[src/dsf_defines.svh]
`ifndef DSF_DEFINES_SVH
`define DSF_DEFINES_SVH

// Register indices; byte address is four times the index
`define DSF_IDX_STATE     10'h040
`define DSF_IDX_CURRENT   10'h05f
`define DSF_IDX_SPEED     10'h0a8
`define DSF_IDX_IO        10'h0d8
`define DSF_IDX_RPM       10'h0e0
`define DSF_IDX_AMPS      10'h0e1
`define DSF_IDX_CTRL      10'h0e2

// Field positions
`define DSF_ST_ENA        0
`define DSF_ST_OK         4
`define DSF_ST_STILL      9
`define DSF_ST_RDY        14
`define DSF_CTRL_SWEN     0

// Bus responses
`define DSF_RESP_OKAY     2'h0
`define DSF_RESP_SLVERR   2'h2

// Timing and scaling
`define DSF_CLK_KHZ       50000
`define DSF_BLINK_HALF_MS 250
`define DSF_STILL_PERMILLE 1
`define DSF_FULL_SCALE    32767
`define DSF_NMAX_RPM      3000
`define DSF_IMAX_DECIAMP  100

`endif

[src/dsf_pkg.sv]
`default_nettype none
package dsf_pkg;

  // Live drive conditions, most significant state bit first
  typedef struct packed {
    logic handwheel_selected;
    logic field_release_pulsed;
    logic peak_current_warning;
    logic analog_derate_possible;
    logic motor_temp_current_limit;
    logic low_freq_limit;
    logic stage_temp_current_reduced;
    logic stage_temp_derate_possible;
    logic speed_current_limit;
    logic actual_limit_reached;
    logic switch_limit_reached;
    logic nclip_neg;
    logic nclip_pos;
    logic nclip_general;
    logic speed_inverted;
    logic brake_released_motor_on;
    logic in_tolerance;
    logic homing_done;
    logic homing_in_progress;
    logic home_switch;
    logic speed_ctrl_ok;
    logic position_ctrl_ok;
    logic torque_speed_limited;
    logic cont_current_limit;
    logic limit_neg_tripped;
    logic limit_pos_tripped;
    logic speed_limit_zeroed;
  } dsf_cond_type;

  // Pin levels mirrored in the I/O word
  typedef struct packed {
    logic brake_excited;
    logic dout_four;
    logic dout_three;
    logic power_stage_go;
    logic ready_relay_output;
    logic dout_two;
    logic dout_one;
    logic field_release_input;
    logic hardware_release_input;
    logic din_one;
    logic din_two;
    logic limit_input_two;
    logic limit_input_one;
  } dsf_pins_type;

  // Indicator segments
  typedef struct packed {
    logic point;
    logic bottom;
    logic right;
    logic left;
  } dsf_seg_type;

endpackage
`default_nettype wire

[src/dsf_status.sv]
`timescale 1ns/1ps
`default_nettype none
`include "dsf_defines.svh"

module dsf_status #(
  parameter int BLINK_HALF_CYCLES = `DSF_BLINK_HALF_MS * `DSF_CLK_KHZ,
  parameter int FULL_SCALE        = `DSF_FULL_SCALE,
  parameter int NMAX_RPM          = `DSF_NMAX_RPM,
  parameter int IMAX_DECIAMP      = `DSF_IMAX_DECIAMP
) (
  input  wire logic                  aclk,
  input  wire logic                  aresetn,
  // AXI4-Lite slave
  input  wire logic [11:0]           s_axi_awaddr,
  input  wire logic                  s_axi_awvalid,
  output logic                       s_axi_awready,
  input  wire logic [31:0]           s_axi_wdata,
  input  wire logic [3:0]            s_axi_wstrb,
  input  wire logic                  s_axi_wvalid,
  output logic                       s_axi_wready,
  output logic [1:0]                 s_axi_bresp,
  output logic                       s_axi_bvalid,
  input  wire logic                  s_axi_bready,
  input  wire logic [11:0]           s_axi_araddr,
  input  wire logic                  s_axi_arvalid,
  output logic                       s_axi_arready,
  output logic [31:0]                s_axi_rdata,
  output logic [1:0]                 s_axi_rresp,
  output logic                       s_axi_rvalid,
  input  wire logic                  s_axi_rready,
  // Drive side
  input  wire dsf_pkg::dsf_cond_type cond,
  input  wire dsf_pkg::dsf_pins_type pins,
  input  wire logic                  ctrl_reset_event,
  input  wire logic                  ballast_on,
  input  wire logic signed [15:0]    speed_raw,
  input  wire logic [15:0]           current_raw,
  output dsf_pkg::dsf_seg_type       segments,
  output logic                       drive_enabled
);

  // Refuse settings the counters and scaling cannot hold
  if (BLINK_HALF_CYCLES < 2 || BLINK_HALF_CYCLES > 16777215) begin : g_chk_blink
    $error("BLINK_HALF_CYCLES out of range");
  end
  if (FULL_SCALE < 1000 || FULL_SCALE > 32767) begin : g_chk_scale
    $error("FULL_SCALE out of range");
  end
  if (NMAX_RPM < 1 || NMAX_RPM > 32767) begin : g_chk_rpm
    $error("NMAX_RPM out of range");
  end
  if (IMAX_DECIAMP < 1 || IMAX_DECIAMP > 32767) begin : g_chk_amps
    $error("IMAX_DECIAMP out of range");
  end

  // Standstill threshold: 0.1 percent of full scale
  localparam logic [16:0] STILL_LIMIT =
    17'((FULL_SCALE * `DSF_STILL_PERMILLE) / 1000);
  localparam logic [23:0] BLINK_LAST = 24'(BLINK_HALF_CYCLES - 1);
  localparam logic signed [16:0] NMAX_S = 17'(NMAX_RPM);
  localparam logic [15:0] IMAX_U = 16'(IMAX_DECIAMP);

  // Whole module state in one word
  typedef struct packed {
    logic [31:0] state_word;   // Live drive state
    logic [15:0] io_word;      // Live pin mirror
    logic [15:0] speed_val;    // Raw speed sample
    logic [15:0] current_val;  // Raw current sample
    logic [15:0] rpm_val;      // Speed scaled to rpm
    logic [15:0] amps_val;     // Current in 0.1 A
    logic        sw_enable;    // Software enable bit
    logic        drive_ok;     // Cleared by a bad reset
    logic [23:0] blink_cnt;    // Flash divider
    logic        blink;        // Flash phase
    dsf_pkg::dsf_seg_type seg; // Indicator drive
    logic        aw_done;      // Write address held
    logic        w_done;       // Write data held
    logic [11:0] aw_addr;      // Latched write address
    logic [31:0] w_data;       // Latched write data
    logic [3:0]  w_strb;       // Latched byte enables
    logic        bvalid;       // Write answer pending
    logic [1:0]  bresp;        // Write answer code
    logic        rvalid;       // Read answer pending
    logic [1:0]  rresp;        // Read answer code
    logic [31:0] rdata;        // Read answer data
  } dsf_state_type;

  dsf_state_type r;       // Registered state
  dsf_state_type next_r;  // Next state

  // Combinational helpers
  logic [16:0]        speed_mag;   // Magnitude of speed
  logic               standstill;  // Below threshold
  logic               run_and_sw;  // Both enables present
  logic signed [32:0] rpm_prod;    // Speed times rpm scale
  logic [31:0]        amp_prod;    // Current times amp scale
  logic [9:0]         wr_index;    // Decoded write index
  logic [9:0]         rd_index;    // Decoded read index
  logic               wr_fire;     // Both write halves held
  logic               rd_fire;     // Read address taken

  // Handshake outputs come straight from state
  assign s_axi_awready = !r.aw_done && !r.bvalid;
  assign s_axi_wready  = !r.w_done && !r.bvalid;
  assign s_axi_bvalid  = r.bvalid;
  assign s_axi_bresp   = r.bresp;
  assign s_axi_arready = !r.rvalid;
  assign s_axi_rvalid  = r.rvalid;
  assign s_axi_rresp   = r.rresp;
  assign s_axi_rdata   = r.rdata;
  assign segments      = r.seg;
  assign drive_enabled = r.state_word[`DSF_ST_ENA];

  // Derived values feeding the next state
  always_comb begin
    // Magnitude; the negative extreme still fits in 17 bits
    speed_mag  = speed_raw[15] ? 17'(-{speed_raw[15], speed_raw})
                               : {1'b0, speed_raw};
    standstill = speed_mag < STILL_LIMIT;
    run_and_sw = pins.hardware_release_input && r.sw_enable;
    // Full scale maps to the nominal speed, shift keeps it cheap
    // Both operands widened first so the signed product is not cut short
    rpm_prod   = 33'(speed_raw) * 33'(NMAX_S);
    amp_prod   = current_raw * IMAX_U;
    wr_index   = r.aw_addr[11:2];
    rd_index   = s_axi_araddr[11:2];
    wr_fire    = r.aw_done && r.w_done && !r.bvalid;
    rd_fire    = s_axi_arvalid && !r.rvalid;
  end

  // Next state
  always_comb begin
    next_r = r;

    // Status words track live levels every cycle
    next_r.state_word = 32'h00000000;
    next_r.state_word[`DSF_ST_ENA]   = run_and_sw;
    next_r.state_word[1]  = cond.speed_limit_zeroed;
    next_r.state_word[2]  = cond.limit_pos_tripped;
    next_r.state_word[3]  = cond.limit_neg_tripped;
    next_r.state_word[`DSF_ST_OK]    = next_r.drive_ok;
    next_r.state_word[5]  = cond.cont_current_limit;
    next_r.state_word[6]  = cond.torque_speed_limited;
    next_r.state_word[7]  = cond.position_ctrl_ok;
    next_r.state_word[8]  = cond.speed_ctrl_ok;
    next_r.state_word[`DSF_ST_STILL] = standstill;
    next_r.state_word[10] = cond.home_switch;
    next_r.state_word[11] = cond.homing_in_progress;
    next_r.state_word[12] = cond.homing_done;
    next_r.state_word[13] = cond.in_tolerance;
    // Ready follows the relay contact itself, not a copy
    next_r.state_word[`DSF_ST_RDY]   = pins.ready_relay_output;
    next_r.state_word[15] = cond.brake_released_motor_on;
    next_r.state_word[16] = cond.speed_inverted;
    next_r.state_word[17] = cond.nclip_general;
    next_r.state_word[18] = cond.nclip_pos;
    next_r.state_word[19] = cond.nclip_neg;
    next_r.state_word[20] = cond.switch_limit_reached;
    next_r.state_word[21] = cond.actual_limit_reached;
    next_r.state_word[22] = cond.speed_current_limit;
    next_r.state_word[23] = cond.stage_temp_derate_possible;
    next_r.state_word[24] = cond.stage_temp_current_reduced;
    next_r.state_word[25] = cond.low_freq_limit;
    next_r.state_word[26] = cond.motor_temp_current_limit;
    next_r.state_word[27] = cond.analog_derate_possible;
    next_r.state_word[28] = cond.peak_current_warning;
    next_r.state_word[29] = cond.field_release_pulsed;
    // Bit 30 stays vacant and reads zero
    next_r.state_word[31] = cond.handwheel_selected;

    // I/O mirror; unused positions read zero
    next_r.io_word = 16'h0000;
    next_r.io_word[0]  = pins.limit_input_one;
    next_r.io_word[1]  = pins.limit_input_two;
    next_r.io_word[2]  = pins.din_two;
    next_r.io_word[3]  = pins.din_one;
    next_r.io_word[4]  = pins.hardware_release_input;
    next_r.io_word[5]  = pins.field_release_input;
    next_r.io_word[8]  = pins.dout_one;
    next_r.io_word[9]  = pins.dout_two;
    next_r.io_word[10] = pins.ready_relay_output;
    next_r.io_word[11] = pins.power_stage_go;
    next_r.io_word[12] = pins.dout_three;
    next_r.io_word[13] = pins.dout_four;
    next_r.io_word[15] = pins.brake_excited;

    // Drive-ok is sticky low until the next reset
    if (ctrl_reset_event) begin
      next_r.drive_ok = 1'b0;
    end

    // Measured values, raw and scaled
    next_r.speed_val   = speed_raw;
    next_r.rpm_val     = rpm_prod[30:15];
    next_r.current_val = current_raw;
    next_r.amps_val    = amp_prod[30:15];

    // Flash divider for the processor-active point
    if (r.blink_cnt == BLINK_LAST) begin
      next_r.blink_cnt = 24'h000000;
      next_r.blink     = !r.blink;
    end else begin
      next_r.blink_cnt = r.blink_cnt + 24'h000001;
    end

    // Indicator: point flashes, bottom lit while enabled
    next_r.seg.point  = r.blink;
    next_r.seg.bottom = run_and_sw;
    // Direction only while moving; ballast darkens it
    next_r.seg.right  = !standstill && !speed_raw[15] && !ballast_on;
    next_r.seg.left   = !standstill && speed_raw[15] && !ballast_on;

    // Write address and data may arrive in either order
    if (s_axi_awvalid && s_axi_awready) begin
      next_r.aw_done = 1'b1;
      next_r.aw_addr = s_axi_awaddr;
    end
    if (s_axi_wvalid && s_axi_wready) begin
      next_r.w_done = 1'b1;
      next_r.w_data = s_axi_wdata;
      next_r.w_strb = s_axi_wstrb;
    end

    // Both halves held: act and answer next cycle
    if (wr_fire) begin
      next_r.aw_done = 1'b0;
      next_r.w_done  = 1'b0;
      next_r.bvalid  = 1'b1;
      case (wr_index)
        `DSF_IDX_CTRL: begin
          // Software enable sits in the low byte
          if (r.w_strb[0]) begin
            next_r.sw_enable = r.w_data[`DSF_CTRL_SWEN];
          end
          next_r.bresp = `DSF_RESP_OKAY;
        end
        // Status words take no writes but answer normally
        `DSF_IDX_STATE, `DSF_IDX_CURRENT, `DSF_IDX_SPEED,
        `DSF_IDX_IO, `DSF_IDX_RPM, `DSF_IDX_AMPS: begin
          next_r.bresp = `DSF_RESP_OKAY;
        end
        default: begin
          next_r.bresp = `DSF_RESP_SLVERR;
        end
      endcase
    end else if (r.bvalid && s_axi_bready) begin
      next_r.bvalid = 1'b0;
    end

    // Reads answer one cycle after the address is taken
    if (rd_fire) begin
      next_r.rvalid = 1'b1;
      next_r.rresp  = `DSF_RESP_OKAY;
      case (rd_index)
        `DSF_IDX_STATE: begin
          next_r.rdata = r.state_word;
        end
        `DSF_IDX_CURRENT: begin
          next_r.rdata = {16'h0000, r.current_val};
        end
        `DSF_IDX_SPEED: begin
          next_r.rdata = {16'h0000, r.speed_val};
        end
        `DSF_IDX_IO: begin
          next_r.rdata = {16'h0000, r.io_word};
        end
        `DSF_IDX_RPM: begin
          next_r.rdata = {16'h0000, r.rpm_val};
        end
        `DSF_IDX_AMPS: begin
          next_r.rdata = {16'h0000, r.amps_val};
        end
        `DSF_IDX_CTRL: begin
          next_r.rdata = {31'h00000000, r.sw_enable};
        end
        default: begin
          // Unmapped space answers with an error and zero data
          next_r.rdata = 32'h00000000;
          next_r.rresp = `DSF_RESP_SLVERR;
        end
      endcase
    end else if (r.rvalid && s_axi_rready) begin
      next_r.rvalid = 1'b0;
    end
  end

  // State register with synchronous reset
  always_ff @(posedge aclk) begin
    if (!aresetn) begin
      r          <= '0;
      r.drive_ok <= 1'b1;
    end else begin
      r <= next_r;
    end
  end

endmodule
`default_nettype wire

[config.mk]
export PLATFORM = sky130hd
export DESIGN_NAME = dsf_status
export DESIGN_NICKNAME = d
export VERILOG_FILES = /design/src/dsf_pkg.sv /design/src/dsf_status.sv
export VERILOG_INCLUDE_DIRS = /design/src
export SDC_FILE = /design/constraint.sdc
export NUM_CORES = 1
export LEC_CHECK = 0
export BUFFER_PORTS_ARGS = -buffer_cell sky130_fd_sc_hd__buf_2
export CAP_MARGIN = 20
export CORE_ASPECT_RATIO = 2
export CORE_MARGIN = 5
export CORE_UTILIZATION = 45
export CTS_BUF_LIST = sky130_fd_sc_hd__clkbuf_8 sky130_fd_sc_hd__clkbuf_16
export DETAILED_ROUTE_END_ITERATION = 8
export PLACE_DENSITY = 0.66
export REMOVE_ABC_BUFFERS = 1
export SLEW_MARGIN = 25
export SYNTH_ARGS = -nofsm -noshare
export SYNTH_HDL_FRONTEND = slang
export SYNTH_SLANG_ARGS = --single-unit
[constraint.sdc]
create_clock -name aclk -period 6 [get_ports aclk]
set_input_delay 0.3 -clock aclk [delete_from_list [all_inputs] [get_ports aclk]]
set_output_delay 0.3 -clock aclk [all_outputs]
set_load 0.02 [all_outputs]
======== After elaboration in Yosys (flattened, before gate mapping) ========
Cells that the tools add are included.
word-level totals
  flip-flop bits (word level) ............. 231
  input port bits ......................... 141
  output and inout port bits .............. 46
cells by class
  $add $sub $neg .......................... 2
  multiply operators ...................... 2
  $lt $le $gt $ge ......................... 1
  eq/ne operators ......................... 15
  multiplexer cells ....................... 8
  bitwise operators ....................... 1
  reduce and logical (&&, ||, !) cells .... 29
operator list
  operator                  number
  $pmux W32 S7              1
  $eq A10 B8 Y1 const B     10
  $eq A10 B7 Y1 const B     4
  $mul A16 B10 Y26 const B  1
  $add A24 B1 Y24 const B   1
  $eq A24 B24 Y1 const B    1
  $mul A16 B5 Y21 const B   1
  $lt A17 B6 Y1 const B     1
  $mux W17                  1
  $neg A17 Y17              1
  $logic_and A1 B1 Y1       14
  $reduce_or A7 Y1          2
  $logic_not A1 Y1          8
  $mux W1                   4
  $mux W2                   2
  $reduce_bool A2 Y1        2
  $reduce_or A2 Y1          2
  $reduce_and A3 Y1         1
  $not A1 Y1                1

======== Logic depth before layout (Yosys ltp) ========
Gate-level depths: netlist of run 1.
  depth in word-level cells ............... 6
  depth in mapped cells ................... 19
  depth with buffers taken out ............ 18

======== Worst setup path after synthesis of run 1 ========
Ideal clock, no wire load.
  path kind ............................... input-to-reg
  start ................................... in speed_raw[15]
  end ..................................... reg r[145] in the netlist's numbering
  arrival time ............................ 4.676 ns
  required time ........................... 5.873 ns
  path slack .............................. 1.197 ns
  stages .................................. 19
  buffers on the path ..................... 1
  path through ............................ buf_2 > inv_1 > ha_1 > inv_1 > fa_1 > inv_1 > fa_1 > fa_1 > inv_1 > fa_1 > inv_1 > ha_1 > a21o_1 > a21o_1 > a21o_1 > a21o_2 > a31oi_4 > nor4b_1 > or3_1
between the ends
  longest elaborated chain between the ends .. 1
ends and longest elaborated chain
  item                    RTL line           source
  start: declaration      dsf_status.sv:36   input wire logic signed [15:0] speed_raw,
  $mul A16 B10 Y26        dsf_status.sv:123  rpm_prod = 33'(speed_raw) * 33'(NMAX_S);
  end signal: assignment  dsf_status.sv:293  r <= next_r;
  end: declaration        dsf_status.sv:88   dsf_state_type r;
Every way passes these cells.
A chain may end at the register's enable or synchronous reset.

======== Worst setup path in the final report of run 1 ========
  start ................................... in speed_raw[10]
  end ..................................... reg r[141] in the netlist's numbering
The elaborated chain is that of the path after synthesis.

==> impl_metrics.toml, run 1 <==
[outcome]
status = "complete, no violations"

[sta]
min_period_ns = 4.75
finClkSkew_ns = 0.00966
min_period_over_period = 0.792
tightest_slew_ns = 0.745
tns_ns = 0
relSlewSlack = 0.500
rsz0062_at_grt = "no"
hold_ws_ns = 0.0461
fmax_mhz = 211
hold_viol = 0
slew_viol_final = 0
finalSetupViolations = 0

[synthesis]
yosysSeqAreaShare = 0.298
synth_area_leaders = "dfxtp_1, ha_1, fa_1"
yosysTopAreaCellShare = 0.298
synthCells = 1260
async_flop_share = 0
ys.flop_type = "dfxtp_1"
ys_warn_count = 0
ys_seq_elements = 176
synth_area_per_cell_sq_um = 9.39
synth_cell_type_count = 80
synthesis.area_sq_mm = 0.0118
synth-edff-count = 0
synth.largest_area_cell = "dfxtp_1"

[pwr]
p_switching_w = 0.00204
p_clk_frac = 0.211
p_leak_nw = 6.07
intPower_w = 0.00294
p_seq_frac = 0.263
power.total_w = 0.00498
p_sw_frac = 0.410
comb_power_share = 0.527
vdd_ir_drop_max_v = 0.000313
power.density_mw_per_mm2 = 379

[global_route]
grt_util_met1 = 0.205
grt_pass1_wl_um = 47800
grt_max_degree = 51
grt_pass1_vias = 9610
overflow = 0
use_met3 = 0.0321
antenna_found_initial = 2
top_usage_layer = "met2"
met2_usage = 0.385
grt.total_usage = 0.200

[min_path]
hp-start = "ballast_on"
hold_class = "primary input to flop"
holdPathStages = 2
min_delay_worst_endpoint = "segments[1]"

[floorplanning]
start_util = 0.452
coreArea_sq_mm = 0.0262
num_rows = 84
die_x_um = 125
die_area_sq_mm = 0.0298
io_pins = 187
die_height_um = 239

[final_layout]
drive_gt1_frac = 0.166
design_area_sq_mm = 0.0131
n_fill_cell = 2449
multi_input_area_sq_mm = 0.00724
final_cells = 1714
layout.nets = 1720
final_common_cell = "dfxtp_1"
synthToLayoutAreaGrowth_pct = 11.0
final-seq-area_sq_mm = 0.00352
layout_common_cells = "dfxtp_1, inv_1, buf_2"

[cts]
htreeDepth = 4
ctsHoldBuffers = 0
clock_latency_ns = 0.44
cts-root-buf = "clkbuf_16"
clockBufferDepth = 2
post_cts_resized = 0
cts_tree = "yes"
cts.sinks = 176
numCtsBuffers = 17
cts_setup_buffers = 0
clkSlewWorstSetupHoldPaths_ns = 0.07

[detailed_routing]
drc = 0
drt_first_pass_iters = 7
drtIter0Drc = 382
vias_per_cell = 5.29
post_drt_wl_per_cell_um = 17.1
ant_nets = 0
vias = 9065
wirelength_um = 29300

[run]
maxCapViolCount = 0

[worst_setup_path]
path_class = "primary input to flop"
cp.arrival_ns = 5.10
r2r_setup_slack_ns = 3.69
cp_slowest_cell = "fa_1"
setup.worst_path.end_class = "flop"
slowest_delay_ns = 0.57
start_kind = "primary input"
critPathMostFrequentCell = "fa_1"
r2r_start = "r[107]"
path_max_fanout = 8
worstReg2RegEnd = "r[109]"
critPathRequiredTime_ns = 6.35
crit_chain = "buf_2 > inv_1 > ha_1 > fa_1 > fa_1 > fa_1 > inv_1 > fa_1 > inv_1 > ha_1 > a21o_1 > a21o_1 > a21o_1 > a2111oi_2 > nor4b_1 > o21a_1 > nor3_1"
r2r_cells = 6

[placed_design]
gp_congestion = 0.858
dpl-instance-area_sq_mm = 0.0126
dp.cells = 1680
port_buffers = 145
dp_hpwl_um = 23200
power by group through the flow:
stage | Combinational (W) | Sequential [W] | Clock (W)
final | 0.00262 | 0.00131 | 0.00105
after global routing | 0.00295 | 0.00132 | 0.00113
after CTS | 0.00263 | 0.00131 | 0.00107
after detailed placement | 0.00261 | 0.00134 | 0
after global placement | 0.00257 | 0.00133 | 0
after floorplan | 0.00197 | 0.00132 | 0
per-layer routing:
layer	part of all wire	vias to the layer above
li1	-	4374
met1	0.37	4362
met2	0.55	248
met3	0.034	81
met4	0.050	0
met5	0	-
metrics by stage:
| stage | setup WS (ns) | utilization |
|---|---|---|
| 3_3_place_gp | 0.837 | 0.481 |
| 4_1_cts | 1.26 | 0.502 |
| 2_1_floorplan | 1.36 | - |
| 6_report | 1.25 | 0.502 |
| 5_1_grt | 1.03 | 0.502 |
| 3_5_place_dp | 0.798 | 0.481 |
flip-flops by register name (all words and copies together) (netlist names):
| name | flops |
|---|---|
| drive_enabled | 1 |
| next_r | 2 |
| r | 135 |
| s_axi_bresp | 1 |
| s_axi_bvalid | 1 |
| s_axi_rdata | 31 |
| s_axi_rresp | 1 |
| s_axi_rvalid | 1 |
| segments | 3 |
how the worst max path moves through the flow:
stage                             start      to  slack (ns)  cells past startpoint
after global placement     speed_raw[8]  r[145]        0.84                     17
after CTS                 speed_raw[10]  r[141]        1.26                     17
after global routing      speed_raw[10]  r[141]        1.03                     17
after floorplan           speed_raw[15]  r[145]        1.36                     18
final                     speed_raw[10]  r[141]        1.25                     17
after detailed placement  speed_raw[10]  r[141]        0.80                     17
synthesized netlist by cell type, drive strengths merged, types with 2 or more instances:
library cell and count:
dfxtp 176, inv 157, ha 138, nor2 114
fa 86, nand2 78, a21oi 63, buf 55
and2 53, nand3 37, o21ai 33, clkbuf 25
a22oi 23, nor3 19, xor2 17, nand4 16
mux2i 15, xnor2 15, a221o 13, a21o 10
nand2b 10, o21a 9, a31oi 8, nor2b 8
o2bb2ai 7, a211oi 6, and3 6, or3 6
nor4 5, and4 4, nor4b 4, o31ai 4
a21boi 3, or2 3, a2111oi 2, a311o 2
and4b 2, nand3b 2, o2111ai 2, o211ai 2
o22ai 2, o311ai 2, o31a 2, o32ai 2
or4b 2
cell families after synthesis:
| kind of cell | count (synthesis) | share of synthesized area |
|---|---|---|
| mux | 15 | 0.0127 |
| xor+xnor | 32 | 0.0237 |
| simple gates | 373 | 0.163 |
| buf+inv | 238 | 0.0909 |
| other cells | 1 | 0.000317 |
| compound gates | 201 | 0.120 |
| fa+ha+maj | 224 | 0.291 |
| flops | 176 | 0.298 |
critical path: cells and delay by family:
kind | cells | cell delay, ns
buffers and inverters | 4 | 0.54
and+or+nand+nor | 2 | 0.33
AOI/OAI and AO/OA | 5 | 1.13
adders and majority gates | 6 | 2.79
final cells by class:
class,instances,share of cell area
Antenna cell,2,0.000381
Clock inverter,15,0.00934
Clock buffer,17,0.0324
Timing Repair Buffer,154,0.0604
Sequential cell,176,0.268
Tap cell,344,0.0328
Multi-Input combinational cell,848,0.551
Inverter,158,0.0452
(Power assumes the default switching activity.)
==> run 2: changes to the inputs <==
--- a/config.mk
+++ b/config.mk
@@ -13,7 +13,7 @@
 export CORE_UTILIZATION = 45
 export CTS_BUF_LIST = sky130_fd_sc_hd__clkbuf_8 sky130_fd_sc_hd__clkbuf_16
 export DETAILED_ROUTE_END_ITERATION = 8
-export PLACE_DENSITY = 0.66
+export PLACE_DENSITY = 0.68
 export REMOVE_ABC_BUFFERS = 1
 export SLEW_MARGIN = 25
 export SYNTH_ARGS = -nofsm -noshare
==> constraint.sdc (replaced) <==
create_clock -name aclk -period 4.06 [get_ports aclk]
set_input_delay 0.203 -clock aclk [delete_from_list [all_inputs] [get_ports aclk]]
set_output_delay 0.203 -clock aclk [all_outputs]
set_load 0.02 [all_outputs]
==> impl_metrics.toml, run 2 (same netlist as run 1, synthesis figures left out) <==
[worst_setup_path]
cp.arrival_ns = 4.44
path_max_fanout = 5
crit_chain = "buf_6 > fa_2 > fa_1 > fa_1 > fa_1 > inv_1 > fa_1 > inv_2 > ha_4 > a211oi_2 > o21ai_2 > o21a_4 > o21a_4 > a31oi_4 > nor4b_1 > or3_1"
crit_buf_inv = 3
setup.worst_path.end_class = "flop"
slowest_delay_ns = 0.57
start_kind = "primary input"
critPathRequiredTime_ns = 4.39
critPathMostFrequentCell = "fa_1"
cp_slowest_cell = "fa_1"
path_class = "primary input to flop"
crit_family = "adder cells"

[global_route]
grt_pass1_wl_um = 50000
grt_pass1_vias = 10096
antenna_found_initial = 1
grt_max_degree = 59
grt.total_usage = 0.210
overflow = 0

[detailed_routing]
drt_first_pass_iters = 5
post_drt_wl_per_cell_um = 16.7
vias = 9488
drtIter0Drc = 468
drc = 0
vias_per_cell = 5.13
wirelength_um = 30800
ant_nets = 0

[cts]
cts.sinks = 176
cts-root-buf = "clkbuf_16"
clkSlewWorstSetupHoldPaths_ns = 0.08
htreeDepth = 4
cts_tree = "yes"
clockBufferDepth = 2
clock_latency_ns = 0.44
numCtsBuffers = 17

[floorplanning]
die_area_sq_mm = 0.0298
io_pins = 187
start_util = 0.452
num_rows = 84
die_height_um = 239
die_x_um = 125
coreArea_sq_mm = 0.0262

[run]
maxCapViolCount = 0

[pwr]
p_leak_nw = 6.75
power.total_w = 0.00867
p_clk_frac = 0.188
vdd_ir_drop_max_v = 0.000602
comb_power_share = 0.589
p_sw_frac = 0.386
p_seq_frac = 0.223
power.density_mw_per_mm2 = 592
p_switching_w = 0.00335
intPower_w = 0.00532

[outcome]
violations = "negative setup slack"
status = "finished with violations"

[final_layout]
layout_common_cells = "dfxtp_1, inv_1, buf_2"
final_common_cell = "dfxtp_1"
post-route-util = 0.560
antenna_cells = 0
largest_register_ffs = 135
drive_gt1_frac = 0.239
layout.nets = 1856
synthToLayoutAreaGrowth_pct = 23.8
top_register = "r"

[sta]
rsz0062_at_grt = "yes"
fmax_mhz = 243
relSlewSlack = 0.424
hold_viol = 0
min_period_ns = 4.11
min_period_over_period = 1.01
tns_ns = -0.0642
hold_ws_ns = 0.0177
finClkSkew_ns = 0.00891
layout_setup_ws_ns = -0.0482
tightest_slew_ns = 0.858
finalSetupViolations = 2
slew_viol_final = 0

[placed_design]
port_buffers = 145
dp_hpwl_um = 24700
place_ws_ns = -0.752
gp_congestion = 0.904

[min_path]
hold_class = "primary input to flop"
## run 2: cell types whose count changed in the layout (fill, tap and decap cells not counted), moves of 9 or more
cell           before  now
buf_4               9   97
dlygate4sd3_1       0   42
ha_1              138  125
ha_4                0   10
inv_1             158  149
## run 2: final cells by class
class	instances	area, sq um
fillers	2309	11500
multi-input cells	848	7440
flip-flops and latches	176	3520
repair buffers	290	2040
inverters	158	594
well taps	344	430
clock buffers	17	425
clock inverters	15	189
## run 2: worst paths after layout
| path | end | start | slack [ns] | cells after the start |
|---|---|---|---|---|
| max | r[145] | speed_raw[4] | -0.05 | 16 |
| min | r[202] | cond[2] | 0.02 | 2 |
| max reg2reg | r[98] | r[107] | 1.70 | 6 |
| min reg2reg | r[203] | next_r[203] | 0.44 | 2 |
## run 2: through the flow
stage / cell area [sq um] / cells
after floorplan: 11400 / 1182
after global placement: 13300 / 1769
after detailed placement: 13300 / 1769
after CTS: 14500 / 1845
after global routing: 14600 / 1848
final: 14600 / 1848
## run 2: metal layers
metal | vias to the layer above | wire, um | track usage
met4 | 2 | 1520 | 0.105
met5 | - | 13 | 0
met1 | 4580 | 11200 | 0.213
met3 | 71 | 1010 | 0.0295
met2 | 199 | 17000 | 0.412
li1 | 4636 | - | -
## run 2: timing repair
action,in CTS,in global routing
setup buffers,2,3
resized for setup,42,21
endpoints found under the hold margin,43,0
pin swaps,52,21
setup endpoints to repair,11,11
hold buffers,42,0
## run 2: worst reg2reg max path, cell delays in order (launching register included)
cell and delay [ns]:
dfxtp_1 0.37, or4b_1 0.52, nor3_1 0.14, nand4_1 0.13
o21ai_1 0.69, buf_4 0.32, nor2_1 0.07
## run 2: power by group through the flow
stage / logic, W / registers, W / clock network [W]
floorplan: 0.00290 / 0.00196 / 0
global placement: 0.00453 / 0.00197 / 0
detailed placement: 0.00460 / 0.00197 / 0
CTS: 0.00499 / 0.00193 / 0.00167
global route: 0.00571 / 0.00194 / 0.00174
finish: 0.00511 / 0.00193 / 0.00163
